$ cat src/cpu_ctrl_pkg.sv
package cpu_ctrl_pkg;
  // program counter start, vector table and memory map bounds
  localparam logic [15:0] PC_RESET = 16'h1020;
  localparam logic [15:0] ROM_BASE = 16'h1000;
  localparam logic [15:0] VEC_END = 16'h101f;
  localparam logic [15:0] RAM_END = 16'h0fff;
  localparam logic [15:0] RF_END = 16'h007f;
  localparam logic [15:0] ROM_INT_END = 16'h1fff;
  // register file offsets of the control registers
  localparam logic [7:0] OFS_SYS = 8'h19;
  localparam logic [7:0] OFS_SPH = 8'h1c;
  localparam logic [7:0] OFS_SPL = 8'h1d;
  localparam logic [7:0] OFS_PS0 = 8'h1e;
  localparam logic [7:0] OFS_PS1 = 8'h1f;
  // reset values
  localparam logic [7:0] PS0_RST = 8'h00;
  localparam logic [7:0] PS1_RST = 8'h00;
  localparam logic [7:0] SYS_RST = 8'h00;
  localparam logic [15:0] SP_RST = 16'h0000;
  // field positions
  localparam int RP_LSB = 3;
  localparam int FLAG_C = 7;
  localparam int FLAG_Z = 6;
  localparam int FLAG_S = 5;
  localparam int FLAG_V = 4;
  localparam int FLAG_D = 3;
  localparam int FLAG_H = 2;
  localparam int FLAG_B = 1;
  localparam int FLAG_I = 0;
  localparam int SYS_SPC = 6;
  localparam logic [7:0] SYS_WMASK = 8'h47;
  localparam logic [2:0] MCNF_OFF = 3'h0;
  localparam logic [2:0] MCNF_EXP64 = 3'h6;
  // highest level accepted for mask codes 0 and 1
  localparam logic [3:0] LVL_ALL = 4'hf;
  // interrupt entry sequence
  typedef enum logic [2:0] {ST_IDLE, ST_PCL, ST_PCH, ST_PSF, ST_VEC} irq_state_t;
endpackage : cpu_ctrl_pkg

$ cat src/cpu_control_register_file.sv
`timescale 1ns/1ps
module cpu_control_register_file #(
  parameter logic [15:0] ROM_INT_END = cpu_ctrl_pkg::ROM_INT_END
) (
  input wire logic i_clk, // system clock
  input wire logic i_rst_n, // async reset, active low
  input wire logic [7:0] i_rf_addr, // register file address
  input wire logic i_rf_word, // word access when high
  input wire logic i_rf_wr, // write strobe
  input wire logic i_rf_rd, // read strobe
  input wire logic [15:0] i_rf_wdata, // write data, low byte for byte
  output logic [15:0] o_rf_rdata, // read data, registered
  output logic o_rf_hit, // address is a control register
  input wire logic [3:0] i_gr_num, // general register number
  input wire logic i_gr_word, // register pair access
  input wire logic i_gr_index, // used as index register
  output logic [7:0] o_gr_ram_addr, // internal ram address
  output logic o_gr_ok, // register usage legal
  input wire logic i_alu_valid, // arithmetic result valid
  input wire logic [7:0] i_alu_a, // operand a
  input wire logic [7:0] i_alu_b, // operand b
  input wire logic i_alu_cin, // use carry in
  input wire logic i_alu_sub, // subtraction
  output logic [7:0] o_alu_res, // arithmetic result
  input wire logic i_bit_valid, // bit instruction done
  input wire logic i_bit_result, // bit instruction outcome
  input wire logic i_ie_set, // enable interrupts
  input wire logic i_ie_clr, // disable interrupts
  input wire logic i_irq_req, // maskable request
  input wire logic [3:0] i_irq_level, // request level
  input wire logic [3:0] i_irq_vector, // vector table index
  output logic o_irq_grant, // request taken, one cycle
  output logic o_busy, // interrupt entry in progress
  output logic o_stk_wr, // stack byte write
  output logic [15:0] o_stk_addr, // stack byte address
  output logic [7:0] o_stk_data, // stack byte data
  input wire logic i_stk_ready, // stack write accepted
  output logic o_vec_rd, // vector fetch request
  output logic [15:0] o_vec_addr, // vector entry address
  input wire logic i_vec_valid, // vector data valid
  input wire logic [15:0] i_vec_data, // handler address
  input wire logic i_sp_push, // core push, predecrement
  input wire logic i_sp_pop, // core pop, postincrement
  input wire logic i_pc_inc, // step program counter
  input wire logic i_pc_load, // load program counter
  input wire logic [15:0] i_pc_value, // new program counter
  output logic [15:0] o_pc, // program counter
  output logic [15:0] o_sp, // stack pointer
  output logic [7:0] o_flags, // flag byte
  output logic o_ext_enable, // expansion mode active
  input wire logic [15:0] i_mem_addr, // address to decode
  input wire logic i_mem_rf_mode, // register file addressing
  output logic o_sel_rf, // register file selected
  output logic o_sel_ram, // ram selected
  output logic o_sel_rom, // internal rom selected
  output logic o_sel_ext, // external memory selected
  output logic o_sel_vec // vector table area
);
  logic [7:0] ps0_r, ps0_nxt;
  logic [7:0] ps1_r, ps1_nxt;
  logic [7:0] sys_r, sys_nxt;
  logic [15:0] sp_r, sp_nxt;
  logic [15:0] pc_r, pc_nxt;
  logic [15:0] rdata_r, rdata_nxt;
  logic [15:0] stk_addr_r, stk_addr_nxt;
  logic [7:0] stk_data_r, stk_data_nxt;
  logic [15:0] vec_addr_r, vec_addr_nxt;
  cpu_ctrl_pkg::irq_state_t st_r, st_nxt;
  logic [7:0] alu_res;
  logic f_c, f_z, f_s, f_v, f_h;
  logic [7:0] ev_addr;
  logic [7:0] wr_hi, wr_lo;

  // stack step; the narrow stack must not carry into the high byte
  function automatic logic [15:0] sp_step(input logic [15:0] sp, input logic wide,
                                          input logic down);
    logic [15:0] full;
    full = down ? sp - 16'h0001 : sp + 16'h0001;
    sp_step = wide ? full : {sp[15:8], full[7:0]};
  endfunction : sp_step

  // highest level accepted for a mask code
  function automatic logic [3:0] mask_limit(input logic [2:0] code);
    logic [3:0] lim;
    lim = cpu_ctrl_pkg::LVL_ALL;
    unique case (code)
      3'h0, 3'h1: lim = cpu_ctrl_pkg::LVL_ALL;
      3'h2: lim = 4'hc;
      3'h3: lim = 4'ha;
      3'h4: lim = 4'h8;
      3'h5: lim = 4'h6;
      3'h6: lim = 4'h4;
      3'h7: lim = 4'h2;
    endcase
    mask_limit = lim;
  endfunction : mask_limit

  // byte view of control registers; zero outside them
  function automatic logic [7:0] ctl_byte(input logic [7:0] a, input logic [7:0] p0,
                                          input logic [7:0] p1, input logic [7:0] sy,
                                          input logic [15:0] sp);
    logic [7:0] v;
    v = 8'h00;
    if (a == cpu_ctrl_pkg::OFS_PS0) v = p0;
    if (a == cpu_ctrl_pkg::OFS_PS1) v = p1;
    if (a == cpu_ctrl_pkg::OFS_SYS) v = sy;
    if (a == cpu_ctrl_pkg::OFS_SPH) v = sp[15:8];
    if (a == cpu_ctrl_pkg::OFS_SPL) v = sp[7:0];
    ctl_byte = v;
  endfunction : ctl_byte

  function automatic logic is_ctl(input logic [7:0] a);
    is_ctl = (a == cpu_ctrl_pkg::OFS_PS0) || (a == cpu_ctrl_pkg::OFS_PS1) ||
             (a == cpu_ctrl_pkg::OFS_SYS) || (a == cpu_ctrl_pkg::OFS_SPH) ||
             (a == cpu_ctrl_pkg::OFS_SPL);
  endfunction : is_ctl

  // flag arithmetic kept apart so the core can share it
  flag_eval u_flag_eval (
    .i_a(i_alu_a),
    .i_b(i_alu_b),
    .i_cin(i_alu_cin & ps1_r[cpu_ctrl_pkg::FLAG_C]),
    .i_sub(i_alu_sub),
    .o_res(alu_res),
    .o_c(f_c),
    .o_z(f_z),
    .o_s(f_s),
    .o_v(f_v),
    .o_h(f_h)
  );

  // word accesses pair the even byte (high) with the odd one (low)
  always_comb begin
    ev_addr = i_rf_word ? {i_rf_addr[7:1], 1'b0} : i_rf_addr;
    wr_hi = i_rf_word ? i_rf_wdata[15:8] : i_rf_wdata[7:0];
    wr_lo = i_rf_wdata[7:0];
  end

  // general register window and usage checks
  always_comb begin
    // window base is pointer times eight
    o_gr_ram_addr = {ps0_r[7:cpu_ctrl_pkg::RP_LSB], 3'h0} + {4'h0, i_gr_num};
    o_gr_ok = 1'b1;
    if (i_gr_index && i_gr_num == 4'h0) o_gr_ok = 1'b0;
    if (!i_gr_word && i_gr_num[3]) o_gr_ok = 1'b0;
    if (i_gr_word && i_gr_num[0]) o_gr_ok = 1'b0;
  end

  // next state of all control registers and the entry sequence
  always_comb begin
    ps0_nxt = ps0_r;
    ps1_nxt = ps1_r;
    sys_nxt = sys_r;
    sp_nxt = sp_r;
    pc_nxt = pc_r;
    rdata_nxt = rdata_r;
    stk_addr_nxt = stk_addr_r;
    stk_data_nxt = stk_data_r;
    vec_addr_nxt = vec_addr_r;
    st_nxt = st_r;
    o_irq_grant = 1'b0;

    // program counter stepping by the core
    if (i_pc_load) begin
      pc_nxt = i_pc_value;
    end else if (i_pc_inc) begin
      pc_nxt = pc_r + 16'h0001;
    end

    if (i_alu_valid) begin
      ps1_nxt[cpu_ctrl_pkg::FLAG_C] = f_c;
      ps1_nxt[cpu_ctrl_pkg::FLAG_Z] = f_z;
      ps1_nxt[cpu_ctrl_pkg::FLAG_S] = f_s;
      ps1_nxt[cpu_ctrl_pkg::FLAG_V] = f_v;
      ps1_nxt[cpu_ctrl_pkg::FLAG_D] = i_alu_sub;
      ps1_nxt[cpu_ctrl_pkg::FLAG_H] = f_h;
    end
    if (i_bit_valid) ps1_nxt[cpu_ctrl_pkg::FLAG_B] = i_bit_result;
    if (i_ie_clr) ps1_nxt[cpu_ctrl_pkg::FLAG_I] = 1'b0;
    if (i_ie_set) ps1_nxt[cpu_ctrl_pkg::FLAG_I] = 1'b1;

    // core stack moves only while no entry sequence runs
    if (st_r == cpu_ctrl_pkg::ST_IDLE) begin
      if (i_sp_push) sp_nxt = sp_step(sp_r, sys_r[cpu_ctrl_pkg::SYS_SPC], 1'b1);
      else if (i_sp_pop) sp_nxt = sp_step(sp_r, sys_r[cpu_ctrl_pkg::SYS_SPC], 1'b0);
    end

    // byte and word access to control registers
    if (i_rf_rd) begin
      if (i_rf_word) begin
        rdata_nxt = {ctl_byte(ev_addr, ps0_r, ps1_r, sys_r, sp_r),
                     ctl_byte(ev_addr | 8'h01, ps0_r, ps1_r, sys_r, sp_r)};
      end else begin
        rdata_nxt = {8'h00, ctl_byte(ev_addr, ps0_r, ps1_r, sys_r, sp_r)};
      end
    end
    // software writes take precedence over same-cycle flag and core stack updates; interrupt entry stack steps override a same-cycle SP write
    if (i_rf_wr) begin
      if (ev_addr == cpu_ctrl_pkg::OFS_PS0) ps0_nxt = wr_hi;
      if (ev_addr == cpu_ctrl_pkg::OFS_PS1) ps1_nxt = wr_hi;
      // spare configuration bits held at zero
      if (ev_addr == cpu_ctrl_pkg::OFS_SYS) sys_nxt = wr_hi & cpu_ctrl_pkg::SYS_WMASK;
      if (ev_addr == cpu_ctrl_pkg::OFS_SPH) sp_nxt[15:8] = wr_hi;
      if (ev_addr == cpu_ctrl_pkg::OFS_SPL) sp_nxt[7:0] = wr_hi;
      if (i_rf_word) begin
        if ((ev_addr | 8'h01) == cpu_ctrl_pkg::OFS_PS1) ps1_nxt = wr_lo;
        if ((ev_addr | 8'h01) == cpu_ctrl_pkg::OFS_SPL) sp_nxt[7:0] = wr_lo;
      end
    end

    // interrupt entry: push pc low, pc high, flags, then fetch vector
    unique case (st_r)
      cpu_ctrl_pkg::ST_IDLE: begin
        if (i_irq_req && ps1_r[cpu_ctrl_pkg::FLAG_I] && i_irq_level != 4'h0 &&
            i_irq_level <= mask_limit(ps0_r[2:0])) begin
          o_irq_grant = 1'b1;
          sp_nxt = sp_step(sp_r, sys_r[cpu_ctrl_pkg::SYS_SPC], 1'b1);
          stk_addr_nxt = sp_nxt;
          stk_data_nxt = pc_r[7:0];
          vec_addr_nxt = cpu_ctrl_pkg::ROM_BASE + {11'h000, i_irq_vector, 1'b0};
          st_nxt = cpu_ctrl_pkg::ST_PCL;
        end
      end
      cpu_ctrl_pkg::ST_PCL: begin
        if (i_stk_ready) begin
          sp_nxt = sp_step(sp_r, sys_r[cpu_ctrl_pkg::SYS_SPC], 1'b1);
          stk_addr_nxt = sp_nxt;
          stk_data_nxt = pc_r[15:8];
          st_nxt = cpu_ctrl_pkg::ST_PCH;
        end
      end
      cpu_ctrl_pkg::ST_PCH: begin
        if (i_stk_ready) begin
          sp_nxt = sp_step(sp_r, sys_r[cpu_ctrl_pkg::SYS_SPC], 1'b1);
          stk_addr_nxt = sp_nxt;
          stk_data_nxt = ps1_r;
          st_nxt = cpu_ctrl_pkg::ST_PSF;
        end
      end
      cpu_ctrl_pkg::ST_PSF: begin
        if (i_stk_ready) st_nxt = cpu_ctrl_pkg::ST_VEC;
      end
      cpu_ctrl_pkg::ST_VEC: begin
        if (i_vec_valid) begin
          pc_nxt = i_vec_data;
          st_nxt = cpu_ctrl_pkg::ST_IDLE;
        end
      end
      default: st_nxt = cpu_ctrl_pkg::ST_IDLE;
    endcase
  end

  // control registers; values during reset are fixed constants
  always_ff @(posedge i_clk or negedge i_rst_n) begin
    if (!i_rst_n) begin
      ps0_r <= cpu_ctrl_pkg::PS0_RST;
      ps1_r <= cpu_ctrl_pkg::PS1_RST;
      sys_r <= cpu_ctrl_pkg::SYS_RST;
      sp_r <= cpu_ctrl_pkg::SP_RST;
      pc_r <= cpu_ctrl_pkg::PC_RESET;
      rdata_r <= 16'h0000;
      stk_addr_r <= 16'h0000;
      stk_data_r <= 8'h00;
      vec_addr_r <= 16'h0000;
      st_r <= cpu_ctrl_pkg::ST_IDLE;
    end else begin
      ps0_r <= ps0_nxt;
      ps1_r <= ps1_nxt;
      sys_r <= sys_nxt;
      sp_r <= sp_nxt;
      pc_r <= pc_nxt;
      rdata_r <= rdata_nxt;
      stk_addr_r <= stk_addr_nxt;
      stk_data_r <= stk_data_nxt;
      vec_addr_r <= vec_addr_nxt;
      st_r <= st_nxt;
    end
  end

  // address space decode; combinational so the core sees it same cycle
  always_comb begin
    o_sel_rf = 1'b0;
    o_sel_ram = 1'b0;
    o_sel_rom = 1'b0;
    o_sel_ext = 1'b0;
    if (i_mem_addr <= cpu_ctrl_pkg::RAM_END) begin
      if (i_mem_addr <= cpu_ctrl_pkg::RF_END && i_mem_rf_mode) o_sel_rf = 1'b1;
      else o_sel_ram = 1'b1;
    end else if (o_ext_enable && i_mem_addr > ROM_INT_END) begin
      o_sel_ext = 1'b1;
    end else begin
      o_sel_rom = 1'b1;
    end
    o_sel_vec = (i_mem_addr >= cpu_ctrl_pkg::ROM_BASE) && (i_mem_addr <= cpu_ctrl_pkg::VEC_END);
  end

  assign o_ext_enable = (sys_r[2:0] == cpu_ctrl_pkg::MCNF_EXP64);
  assign o_rf_hit = is_ctl(i_rf_addr) && (i_rf_addr > 8'h0f);
  assign o_rf_rdata = rdata_r;
  assign o_alu_res = alu_res;
  assign o_busy = (st_r != cpu_ctrl_pkg::ST_IDLE);
  assign o_stk_wr = (st_r == cpu_ctrl_pkg::ST_PCL) || (st_r == cpu_ctrl_pkg::ST_PCH) ||
                    (st_r == cpu_ctrl_pkg::ST_PSF);
  assign o_stk_addr = stk_addr_r;
  assign o_stk_data = stk_data_r;
  assign o_vec_rd = (st_r == cpu_ctrl_pkg::ST_VEC);
  assign o_vec_addr = vec_addr_r;
  assign o_pc = pc_r;
  assign o_sp = sp_r;
  assign o_flags = ps1_r;
endmodule : cpu_control_register_file

$ cat src/flag_eval.sv
`timescale 1ns/1ps
module flag_eval (
  input wire logic [7:0] i_a, // first operand
  input wire logic [7:0] i_b, // second operand
  input wire logic i_cin, // carry or borrow in
  input wire logic i_sub, // subtraction when high
  output logic [7:0] o_res, // result byte
  output logic o_c, // carry out
  output logic o_z, // zero result
  output logic o_s, // negative result
  output logic o_v, // signed overflow
  output logic o_h // carry bit 3 to 4
);
  logic [7:0] b_eff;
  logic [8:0] sum;
  logic [4:0] low;

  // subtraction as add of inverted operand, carry flag holds borrow
  always_comb begin
    b_eff = i_sub ? ~i_b : i_b;
    sum = {1'b0, i_a} + {1'b0, b_eff} + {8'h00, i_cin ^ i_sub};
    low = {1'b0, i_a[3:0]} + {1'b0, b_eff[3:0]} + {4'h0, i_cin ^ i_sub};
    o_res = sum[7:0];
    o_c = sum[8] ^ i_sub;
    o_z = (sum[7:0] == 8'h00);
    o_s = sum[7];
    o_v = (i_a[7] == b_eff[7]) && (sum[7] != i_a[7]);
    o_h = low[4] ^ i_sub;
  end
endmodule : flag_eval

$ cat config.mk
export PLATFORM = sky130hd
export DESIGN_NAME = cpu_control_register_file
export DESIGN_NICKNAME = d
export VERILOG_FILES = /design/src/cpu_ctrl_pkg.sv /design/src/cpu_control_register_file.sv /design/src/flag_eval.sv
export SDC_FILE = /design/constraint.sdc
export NUM_CORES = 1
export LEC_CHECK = 0
export BUFFER_PORTS_ARGS = -buffer_cell sky130_fd_sc_hd__buf_2
export CELL_PAD_IN_SITES_DETAIL_PLACEMENT = 1
export CELL_PAD_IN_SITES_GLOBAL_PLACEMENT = 1
export CORE_MARGIN = 2
export CORE_UTILIZATION = 33
export CTS_CLUSTER_SIZE = 10
export DETAILED_ROUTE_END_ITERATION = 10
export PLACE_DENSITY_LB_ADDON = 0.1
export SLEW_MARGIN = 10
export SYNTH_ARGS = -nofsm -noshare
export SYNTH_HDL_FRONTEND = slang
export SYNTH_SLANG_ARGS = --single-unit
$ cat constraint.sdc
create_clock -name i_clk -period 2.46 [get_ports i_clk]
set_clock_uncertainty 0.1 [all_clocks]
set_input_delay 0 -clock i_clk [delete_from_list [all_inputs] [get_ports i_clk]]
set_output_delay 0 -clock i_clk [all_outputs]
set_load 0.03 [all_outputs]
==> summary.md, run 1 <==
| Metric | Value |
|---|---|
| Startpoint types | flop |
| Crit share post-route | 114% |
| GPL Wtd Cong | 0.871 |
| # IOs | ~250 |
| Power per Cell Area | between 1000 and 1500 nW/µm² |
| FF+latch count, synth | 100 |
| Violated checks | negative setup slack |
| Final WS setup | -349 ps |
| GRT Overall Usage | between 20% and 30% |
| Min Tclk post-route | around 2800 ps |
| WL final | roughly 31000 µm |
| Synth Flop Type | dfrtp_1 |
| P_int | 5790 µW |
| Switching part of the total | 47.9% |
| Maxcap violations | 0 |
| Vias/cell | roughly 5.4 |
| Worst Hold End | o_rf_rdata[14] |
| RSZ-0062 raised after global routing | true |
| Antenna Nets Post-Route | 0 |
| DRT Pass-1 Iters | 4 |
| Crit Path Class | reg2reg |
| Avg Inst Size Synth | a little over 8 µm² |
| Worst min path class | in2reg |
| Core Area | 21700 µm² |
| Critical path arrival | between 2000 and 3000 ps |
| Final setup fails | 52 |
| Maximum clock path buffer count | 2 |
| Max-slew headroom | between 50% and 60% |
| Worst-Skew Late Latency | between 300 and 400 ps |
| Peak VDD IR | 0.000380 V |
| Die X | between 150 and 200 µm |
| Drc violations | 0 |
| Layout cells sized above 1 | around two fifths |
| CTS clk-pin slew, worst paths | roughly 70 ps |
| H-tree depth | 3 |
| Comb power frac | between 60% and 70% |
| CTS tree | built |
| EDFF count, synth | 0 |
| Reg-to-reg endpoint | o_sp[3] |
| Die Y | roughly 150 µm |
| CP max FO | 8 |
| Final hold vios | 0 |
| Number of buffers created by CTS | 9 |
| Worst reg2reg path depth | 14 |
| Area growth, synth to finish | 51.9% |
| Status | finished with violations |
| DR WL/cell | 20.4 µm |
| Clock sinks | 100 |
| R2R setup slack | -350 ps |
| Reg-to-Reg Start | ps0_r[0] |
| Vias in the first global route | around 8500 |
| Hold Crit Depth | 3 |
| Most common cell after layout, fill and taps aside | buf_2 |
| Vias after detailed routing | between 8000 and 9000 |
| Clk network pwr share | 13.7% |
| Fmax | about 0.36 GHz |
| Syn Std Cell Area | 7230 µm² |
| Leakage power | 0.00494 µW |
| CP Launch Point | ps0_r[0] |
| Gate Count Post-Synth | 876 |
| Sw Pwr | between 5000 and 6000 µW |
| Die ar. | about 23000 µm² |
| Syn. warnings | 0 |
| Grt total ovfl | 0 |
| DRT iter0 DRCs | 401 |
| Root buffer cell | clkbuf_16 |
| Max-slew violation total from the final report | 0 |
| Num rows | 54 |
| Seq/Total Area, Yosys | between 30% and 40% |
| Required @ worst endpoint | between 2000 and 3000 ps |
| NumNets Final | 1357 |
| Most frequent cells in the layout | buf_2 (223), dfrtp_1 (96), nand2_1 (83) |
| Ys async rst share | between 90% and 100% |
| Post-DP HPWL | between 20000 and 25000 µm |
| Layout Utilization | approximately half |
| Wire length of the first global-routing pass | approximately 47000 µm |
| Initial antenna violation count | 1 |
| Starting Density | approximately a third |
| Fill count | roughly 2600 |
| # diodes | 0 |
| Hold Startpoint | i_rf_word |
| Post-synth cell types | just over 70 |
| Port buffer count | 229 |
| CP Capture Type | flop |
| Flop pwr share | around a quarter |
| Design Power | 11100 µW |
| Largest net degree at the start of global routing | 53 |
| Worst-Margin Slew | 609 ps |
-- power groups by stage --
stage | sequential (µW) | combinational [µW] | clock [µW]
6_report | 2690 | 6890 | 1530
5_1_grt | 2760 | 7370 | 1630
4_1_cts | 2650 | 6440 | 1570
3_5_place_dp | 2660 | 5190 | 0
3_3_place_gp | 2650 | 5130 | 0
2_1_floorplan | 3310 | 2530 | 0
-- Yosys cell counts, types with 12 or more instances --
| master | number | share of area, % |
|---|---|---|
| nand3_1 | 41 | 2.8 |
| inv_1 | 31 | 1.6 |
| nor2_1 | 86 | 4.5 |
| a21oi_1 | 57 | 3.9 |
| buf_2 | 12 | 0.83 |
| dfrtp_1 | 98 | 34 |
| and3_1 | 18 | 1.6 |
| o21ai_0 | 68 | 4.7 |
| nand2_1 | 100 | 5.2 |
| xor2_1 | 32 | 3.9 |
| xnor2_1 | 17 | 2.1 |
| clkbuf_1 | 38 | 2.0 |
| buf_4 | 15 | 1.6 |
| mux2_2 | 22 | 3.4 |
| ha_1 | 19 | 3.3 |
| mux2i_1 | 12 | 1.7 |
| nor3_1 | 22 | 1.5 |
| o221ai_1 | 20 | 2.4 |
-- cell families (layout without fill, tap and decap cells) --
logic type,count (synthesis),in the layout,share of synthesized area (%)
AND/OR/NAND/NOR,344,344,23.9
adder cells (fa/ha/maj),21,21,3.84
other,1,11,0.0519
buffers and inverters,108,441,6.80
AO/OA/AOI/OAI,219,219,19.7
flip-flops,100,100,34.7
multiplexers,34,34,5.09
XOR/XNOR,49,49,5.94
-- how the worst max path moves through the flow --
| stage | end | slack, ps | depth (start not counted) |
|---|---|---|---|
| after floorplan | o_flags[6] | -320 | 9 |
| after global placement | o_flags[6] | -170 | 11 |
| after detailed placement | o_flags[6] | -280 | 9 |
| after global routing | o_flags[6] | -470 | 11 |
| after CTS | o_flags[6] | -290 | 11 |
| final | o_sp[3] | -350 | 14 |
-- routing by layer --
metal / GRT usage [%] / routed length (µm) / up-vias
met3: 4.65 / 1630 / 33
met2: 45.2 / 15600 / 242
li1: - / - / 3797
met4: 8.72 / 651 / 2
met1: 31.5 / 12700 / 3952
met5: 0 / 12 / -
-- layout make-up --
cell class / instances / area [µm²] / share of cell area [%]
clock inverters: 5 / 60.1 / 0.547
inverters: 33 / 124 / 1.13
well taps: 280 / 350 / 3.19
repair buffers: 392 / 2780 / 25.4
multi-input cells: 678 / 4910 / 44.7
flip-flops and latches: 100 / 2510 / 22.8
clock buffers: 11 / 243 / 2.21
-- metrics by stage --
stage	area [µm²]	setup TNS (ps)	instances	hold slack, ps	setup WS [ps]
floorplan	7300	-718	886	-396	-319
global placement	9000	-2210	1385	-247	-165
detailed placement	9000	-6700	1385	-244	-276
CTS	10600	-7820	1488	0.758	-290
global route	11000	-18170	1499	32.0	-466
finish	11000	-11920	1499	19.3	-349
-- critical path, cell delays in order (launching register included) --
cell     delay [ps]
dfrtp_1         400
inv_2            80
buf_6           120
ha_4            260
a21oi_4          60
ha_4            280
o21a_1          150
o31ai_4          90
and3b_2         230
buf_6           130
nor2_4          250
buf_12          180
buf_6           100
nor2_4           30
a211o_1         220
-- flip-flops by register name (all words and copies together) (netlist names) --
signal / cells
ps0_r: 8
sys_r: 4
o_vec_addr: 5
o_stk_data: 8
o_stk_addr: 16
o_flags: 8
o_pc: 16
o_sp: 16
o_rf_rdata: 16
st_r: 3
-- timing repair --
| action | in CTS | in global routing |
|---|---|---|
| endpoints found under the hold margin | 145 | 0 |
| pin swaps | 28 | 48 |
| buffers inserted | 29 | 22 |
| hold buffers | 59 | 0 |
| cloned | 3 | 2 |
| endpoints found under the setup margin | 51 | 61 |
| resized for setup | 113 | 85 |
No activity file was read; power rests on OpenSTA's default activity.
==> inputs of run 2 (changes only) <==
RECOVER_POWER = 25   (was default)
==> run 2 against run 1 <==
  * The flow still finishes with violations (negative setup slack)
  * Wire length hardly changed
  * Global-route usage stayed put
  * Power hardly changed
  * Design area is 0.23% lower
  * Combinational power hardly changed
  * Non-clock buffer count stayed put
  * Worst setup slack worse by 0.75 ps
  * Clock power hardly changed
  * Via count is 0.42% higher
  * Die area stayed put
  * Cell count stayed put
  * Sequential power hardly changed
  * Critical endpoint unchanged
==> summary.md, run 2 (synthesized netlist as in run 1, its figures left out) <==
| Metric | Value |
|---|---|
| Power per Cell Area | 1010 nW/µm² (+0.19%) |
| GRT Overall Usage | 25.6% (unchanged) |
| DP Area | 9000 µm² (unchanged) |
| DR WL/cell | 20.4 µm (about the same) |
| Final setup fails | 52 (unchanged) |
| Die X | 152 µm (unchanged) |
| Grt total ovfl | 0 (unchanged) |
| GPL Wtd Cong | 0.871 (unchanged) |
| Min Tclk post-route | 2810 ps (+0.747 ps) |
| Required @ worst endpoint | 2600 ps (about the same) |
| Wire length of the first global-routing pass | 47200 µm (unchanged) |
| Crit path cell chain | inv_2, buf_6, ha_4, a21oi_4, ha_4, o21a_1, o31ai_4, and3b_2, buf_6, nor2_4, buf_12, buf_6, nor2_4, a211o_1 |
| Drc violations | 0 (unchanged) |
| Largest net degree at the start of global routing | 53 (unchanged) |
| Most frequent cells in the layout | buf_2 (220), dfrtp_1 (96), nand2_1 (83) |
| Vias in the first global route | 8488 (unchanged) |
| Violated checks | negative setup slack |
| Crit path max-delay family | buffers and inverters |
| Crit Path Class | reg2reg |
| Leakage power | 0.00492 µW (-0.36%) |
| Critical path arrival | 2950 ps (about the same) |
| NumNets Final | 1357 (unchanged) |
| # IOs | 246 (unchanged) |
| Worst-Skew Late Latency | 360 ps (about the same) |
| Worst Path Buf+Inv | 5 (unchanged) |
| Setup WS pre-CTS | -276 ps (unchanged) |
| Initial antenna violation count | 1 (unchanged) |
| Slowest-stage cell, CP | dfrtp_1 |
| Root buffer cell | clkbuf_16 |
| Max-slew headroom | 4.62% (-55 points) |
| Vias/cell | 5.38 (+0.42%) |
| Startpoint types | flop |
| Num rows | 54 (unchanged) |
| Clock sinks | 100 (unchanged) |
| Hold Slack | 17.1 ps (-2.18 ps) |
| Status | finished with violations |
| CP max FO | 8 (unchanged) |
| Port buffer count | 229 (unchanged) |
| DRT iter0 DRCs | 376 (-6.2%) |
| Crit share post-route | 114% (about the same) |
| Worst-Margin Slew | 1430 ps (+821 ps) |
| Post-route cell area | 11000 µm² (-0.23%) |
| Slowest stage delay, CP | 400 ps (about the same) |
| Area growth, synth to finish | 51.5% |
| Die ar. | 23100 µm² (unchanged) |
| Vias after detailed routing | 8060 (+0.42%) |
| DRT Pass-1 Iters | 5 (+1) |
| WL final | 30600 µm (about the same) |
| Final WS setup | -349 ps (-0.747 ps) |
| # diodes | 0 (unchanged) |
| Antenna Nets Post-Route | 0 (unchanged) |
| Number of buffers created by CTS | 9 (unchanged) |
| Final hold vios | 0 (unchanged) |
| H-tree depth | 3 (unchanged) |
| Maximum clock path buffer count | 2 (unchanged) |
| Max-slew violation total from the final report | 0 (unchanged) |
| Fill count | 2616 (+0.27%) |
| Worst min path class | in2reg |
| CP Capture Type | flop |
| Layout cells sized above 1 | 39.4% (-0.33 points) |
| Fmax | 0.356 GHz (about the same) |
| Die Y | 152 µm (unchanged) |
| CTS tree | built |
| Most common cell after layout, fill and taps aside | buf_2 |
| Starting Density | 33.3% (unchanged) |
| RSZ-0062 raised after global routing | true |
| Peak VDD IR | 0.000380 V (about the same) |
| Post-DP HPWL | 22200 µm (unchanged) |
| CTS clk-pin slew, worst paths | 70 ps (about the same) |
| Maxcap violations | 0 (unchanged) |
| Most used cell along the critical path | buf_6 |
| Core Area | 21700 µm² (unchanged) |
run 2: cell types whose count changed in the layout (fill, tap and decap cells not counted):
cell,before,now
clkbuf_1,1,5
clkbuf_2,0,2
buf_4,73,71
buf_12,7,6
buf_2,223,220
run 2: worst paths after layout:
kind                       cells after the start           start  slack (ps)             end
max                                           14        ps0_r[0]        -350         o_sp[3]
min                                            3       i_rf_word          20  o_rf_rdata[14]
max reg2reg                                   14        ps0_r[0]        -350         o_sp[3]
min reg2reg                                    2  o_stk_addr[11]         380  o_stk_addr[11]
max in group asynchronous                      3         i_rst_n         620        ps0_r[1]
min in group asynchronous                      3         i_rst_n         480  o_stk_addr[14]
run 2: per-layer routing:
metal | GRT usage [%] | wire length (µm)
met2 | 45.2 | 15600
met3 | 4.65 | 1620
met5 | 0 | 12
met4 | 8.72 | 668
met1 | 31.5 | 12800
run 2: repair_timing:
| action | 4_1_cts | 5_1_grt |
|---|---|---|
| gates cloned | 3 | 2 |
| pin swaps | 28 | 48 |
| endpoints found under the hold margin | 145 | 0 |
| endpoints found under the setup margin | 51 | 61 |
| gates resized for setup | 113 | 85 |
| setup buffers | 29 | 22 |
| hold buffers | 59 | 0 |
run 2: tightest hold or removal path: cells and delay by family:
| kind | cells | cell delay, ps |
|---|---|---|
| compound gates | 1 | 80 |
| buf+inv | 1 | 190 |
| simple gates | 1 | 160 |
run 2: power breakdown:
part | switching (µW) | total (µW) | leakage (µW) | internal (µW)
clock network | 705 | 1530 | 0.000146 | 824
registers | 580 | 2690 | 0.00121 | 2110
logic | 4030 | 6890 | 0.00356 | 2850
run 2: metrics by stage:
step	utilization, %	total power (µW)	instances	setup TNS (ps)
2_1_floorplan	-	5840	886	-718
3_3_place_gp	41.5	7780	1385	-2210
3_5_place_dp	41.5	7860	1385	-6700
4_1_cts	48.8	10700	1488	-7820
5_1_grt	50.5	11800	1499	-18170
6_report	50.5	11100	1499	-11800
run 2: final cells by class:
class                      instances  area [µm²]  area share (%)
inverter                          33         124            1.13
clock inverter                     5        60.1           0.548
timing repair buffer             392        2760            25.2
clock buffer                      11         243            2.22
sequential                       100        2510            22.9
multi-input combinational        678        4910            44.8
tap                              280         350            3.20
==> inputs of run 3 (changes only) <==
CORE_UTILIZATION = 37   (was 33)
SLEW_MARGIN = 20   (was 10)
clock period = 3.2 ns   (was 2.46 ns; I/O delays follow)
==> run 3 against run 2 <==
  * The flow now finishes without violations
  * Non-clock buffer count is 86 lower
  * Sequential cell count did not move
  * Count of clock-buffer cells in the layout down 1
  * Worst hold slack got worse by 7.0 ps
  * Critical path type unchanged
==> summary.md, run 3 (synthesized netlist as in run 1, its figures left out) <==
| Metric | Value |
|---|---|
| Status | complete, no violations |
| # IOs | 246 (unchanged) |
| Grt total ovfl | 0 (unchanged) |
| Most used cell along the critical path | ha_1 |
| Post-DP HPWL | 20600 µm (-7.0%) |
| H-tree depth | 3 (unchanged) |
| Critical path arrival | 3120 ps (+170 ps) |
| Layout cells sized above 1 | 24.3% (-15 points) |
| Min Tclk post-route | 2980 ps (+168 ps) |
| Peak VDD IR | 0.000328 V (-14%) |
| Drc violations | 0 (unchanged) |
| Worst min path class | in2reg |
| GR peak layer | met2 |
| Port buffer count | 229 (unchanged) |
| Clock sinks | 100 (unchanged) |
| # diodes | 0 (unchanged) |
| Initial antenna violation count | 1 (unchanged) |
| CP Capture Type | flop |
| Antenna Nets Post-Route | 0 (unchanged) |
| Maxcap violations | 0 (unchanged) |
| Area growth, synth to finish | 30.1% |
| Die Y | 144 µm (-5.4%) |
| Vias/cell | 5.49 (+2.2%) |
| Max-slew headroom | 13.2% (+8.5 points) |
| Most frequent cells in the layout | buf_2 (196), nand2_1 (100), dfrtp_1 (98) |
| Vias after detailed routing | 7681 (-4.7%) |
| Fmax | 0.336 GHz (-5.6%) |
| DRT iter0 DRCs | 380 (+1.1%) |
| Worst-Margin Slew | 1300 ps (-128 ps) |
| Die ar. | 20700 µm² (-11%) |
| Setup WS pre-CTS | 253 ps (+530 ps) |
| Total Neg Setup Slack | 0 ps (+11800 ps) |
| Slowest-stage cell, CP | nor3_1 |
| Die X | 144 µm (-5.4%) |
| DRT Pass-1 Iters | 5 (unchanged) |
| Maximum clock path buffer count | 2 (unchanged) |
| Met1 Use GR | 35.1% (+3.6 points) |
| Most common cell after layout, fill and taps aside | buf_2 |
| CP max FO | 6 (-2) |
| Crit path cell chain | inv_1, ha_1, nor2_1, a21oi_1, ha_1, nor2b_1, o31ai_1, and3b_1, buf_4, nor3_1, a221o_1, a2bb2oi_1 |
| Num rows | 51 (-5.6%) |
| Final WS setup | 223 ps (+572 ps) |
| NumNets Final | 1271 (-6.3%) |
| Met2 usage | 44.3% (-0.89 points) |
| Crit share post-route | 93.0% (-21 points) |
| Max-slew violation total from the final report | 0 (unchanged) |
| Vias in the first global route | 7774 (-8.4%) |
| Wire length of the first global-routing pass | 42500 µm (-9.9%) |
| DP Area | 8560 µm² (-4.9%) |
| Slowest stage delay, CP | 620 ps (+220 ps) |
| Crit Path Class | reg2reg |
| WL final | 27600 µm (-9.9%) |
| Power per Cell Area | 733 nW/µm² (-28%) |
| Startpoint types | flop |
| Root buffer cell | clkbuf_16 |
| Core Area | 19300 µm² (-11%) |
| Postcts setup bufs | 0 (-100%) |
| Worst-Skew Late Latency | 360 ps (about the same) |
| GRT met3 Usage | 5.50% (+0.85 points) |
| CTS tree | built |
| GRT Overall Usage | 26.8% (+1.2 points) |
| GPL Wtd Cong | 0.915 (+5.1%) |
| Starting Density | 37.4% (+4.1 points) |
| Final hold vios | 0 (unchanged) |
| Hold Slack | 10.0 ps (-7.04 ps) |
| Number of buffers created by CTS | 9 (unchanged) |
| Final setup fails | 0 (-100%) |
| DR WL/cell | 19.7 µm (-3.3%) |
| Leakage power | 0.00421 µW (-14%) |
| Post-route cell area | 9400 µm² (-14%) |
| CTS clk-pin slew, worst paths | 80 ps (about the same) |
| Required @ worst endpoint | 3350 ps (+750 ps) |
| Largest net degree at the start of global routing | 49 (-7.5%) |
| R2R setup slack | 220 ps (+570 ps) |
## run 3: worst paths after layout
path / start / endpoint / cells past startpoint
max in group asynchronous: i_rst_n / o_pc[5] / 3
min reg2reg: o_vec_addr[12] / o_vec_addr[12] / 1
max reg2reg: ps0_r[0] / o_sp[15] / 12
min: i_rf_rd / o_rf_rdata[7] / 2
min in group asynchronous: i_rst_n / o_sp[1] / 2
max: ps0_r[0] / o_sp[15] / 12
## run 3: layer usage
metal / wire length (µm) / vias up
met5: 16 / -
met4: 745 / 2
met3: 1840 / 46
met2: 13100 / 270
met1: 11900 / 3739
li1: - / 3624
## run 3: power breakdown
group | switching, µW | leakage [µW] | internal, µW
clock network | 554 | 0.000145 | 564
logic | 2390 | 0.00285 | 1220
registers | 551 | 0.00122 | 1620
total | 3490 | 0.00421 | 3400
## run 3: cell type report
| class | count | area (µm²) |
|---|---|---|
| Clock buffer | 10 | 239 |
| Clock inverter | 6 | 55.1 |
| Fill cell | 2423 | 9930 |
| Inverter | 33 | 124 |
| Multi-Input combinational cell | 678 | 4300 |
| Sequential cell | 100 | 2500 |
| Tap cell | 265 | 332 |
| Timing Repair Buffer | 306 | 1850 |
## run 3: worst max-delay path: cells and delay by family, from the launching register on
family	cells	cell delay, ps
simple gates	4	1070
compound gates	4	510
fa+ha+maj	2	500
flops	1	430
buf+inv	2	260
## run 3: what timing repair did
item / CTS / global route
setup endpoints to repair: 0 / 5
endpoints found under the hold margin: 87 / 0
hold buffers: 58 / 0
resized for setup: 0 / 4
## run 3: metrics by stage
step / cells / total power, µW / utilization, %
after CTS: 1398 / 6920 / 48.8
after floorplan: 886 / 4470 / -
after global placement: 1323 / 5580 / 44.2
final: 1398 / 6890 / 48.6
after global routing: 1398 / 7340 / 48.6
after detailed placement: 1324 / 5680 / 44.3
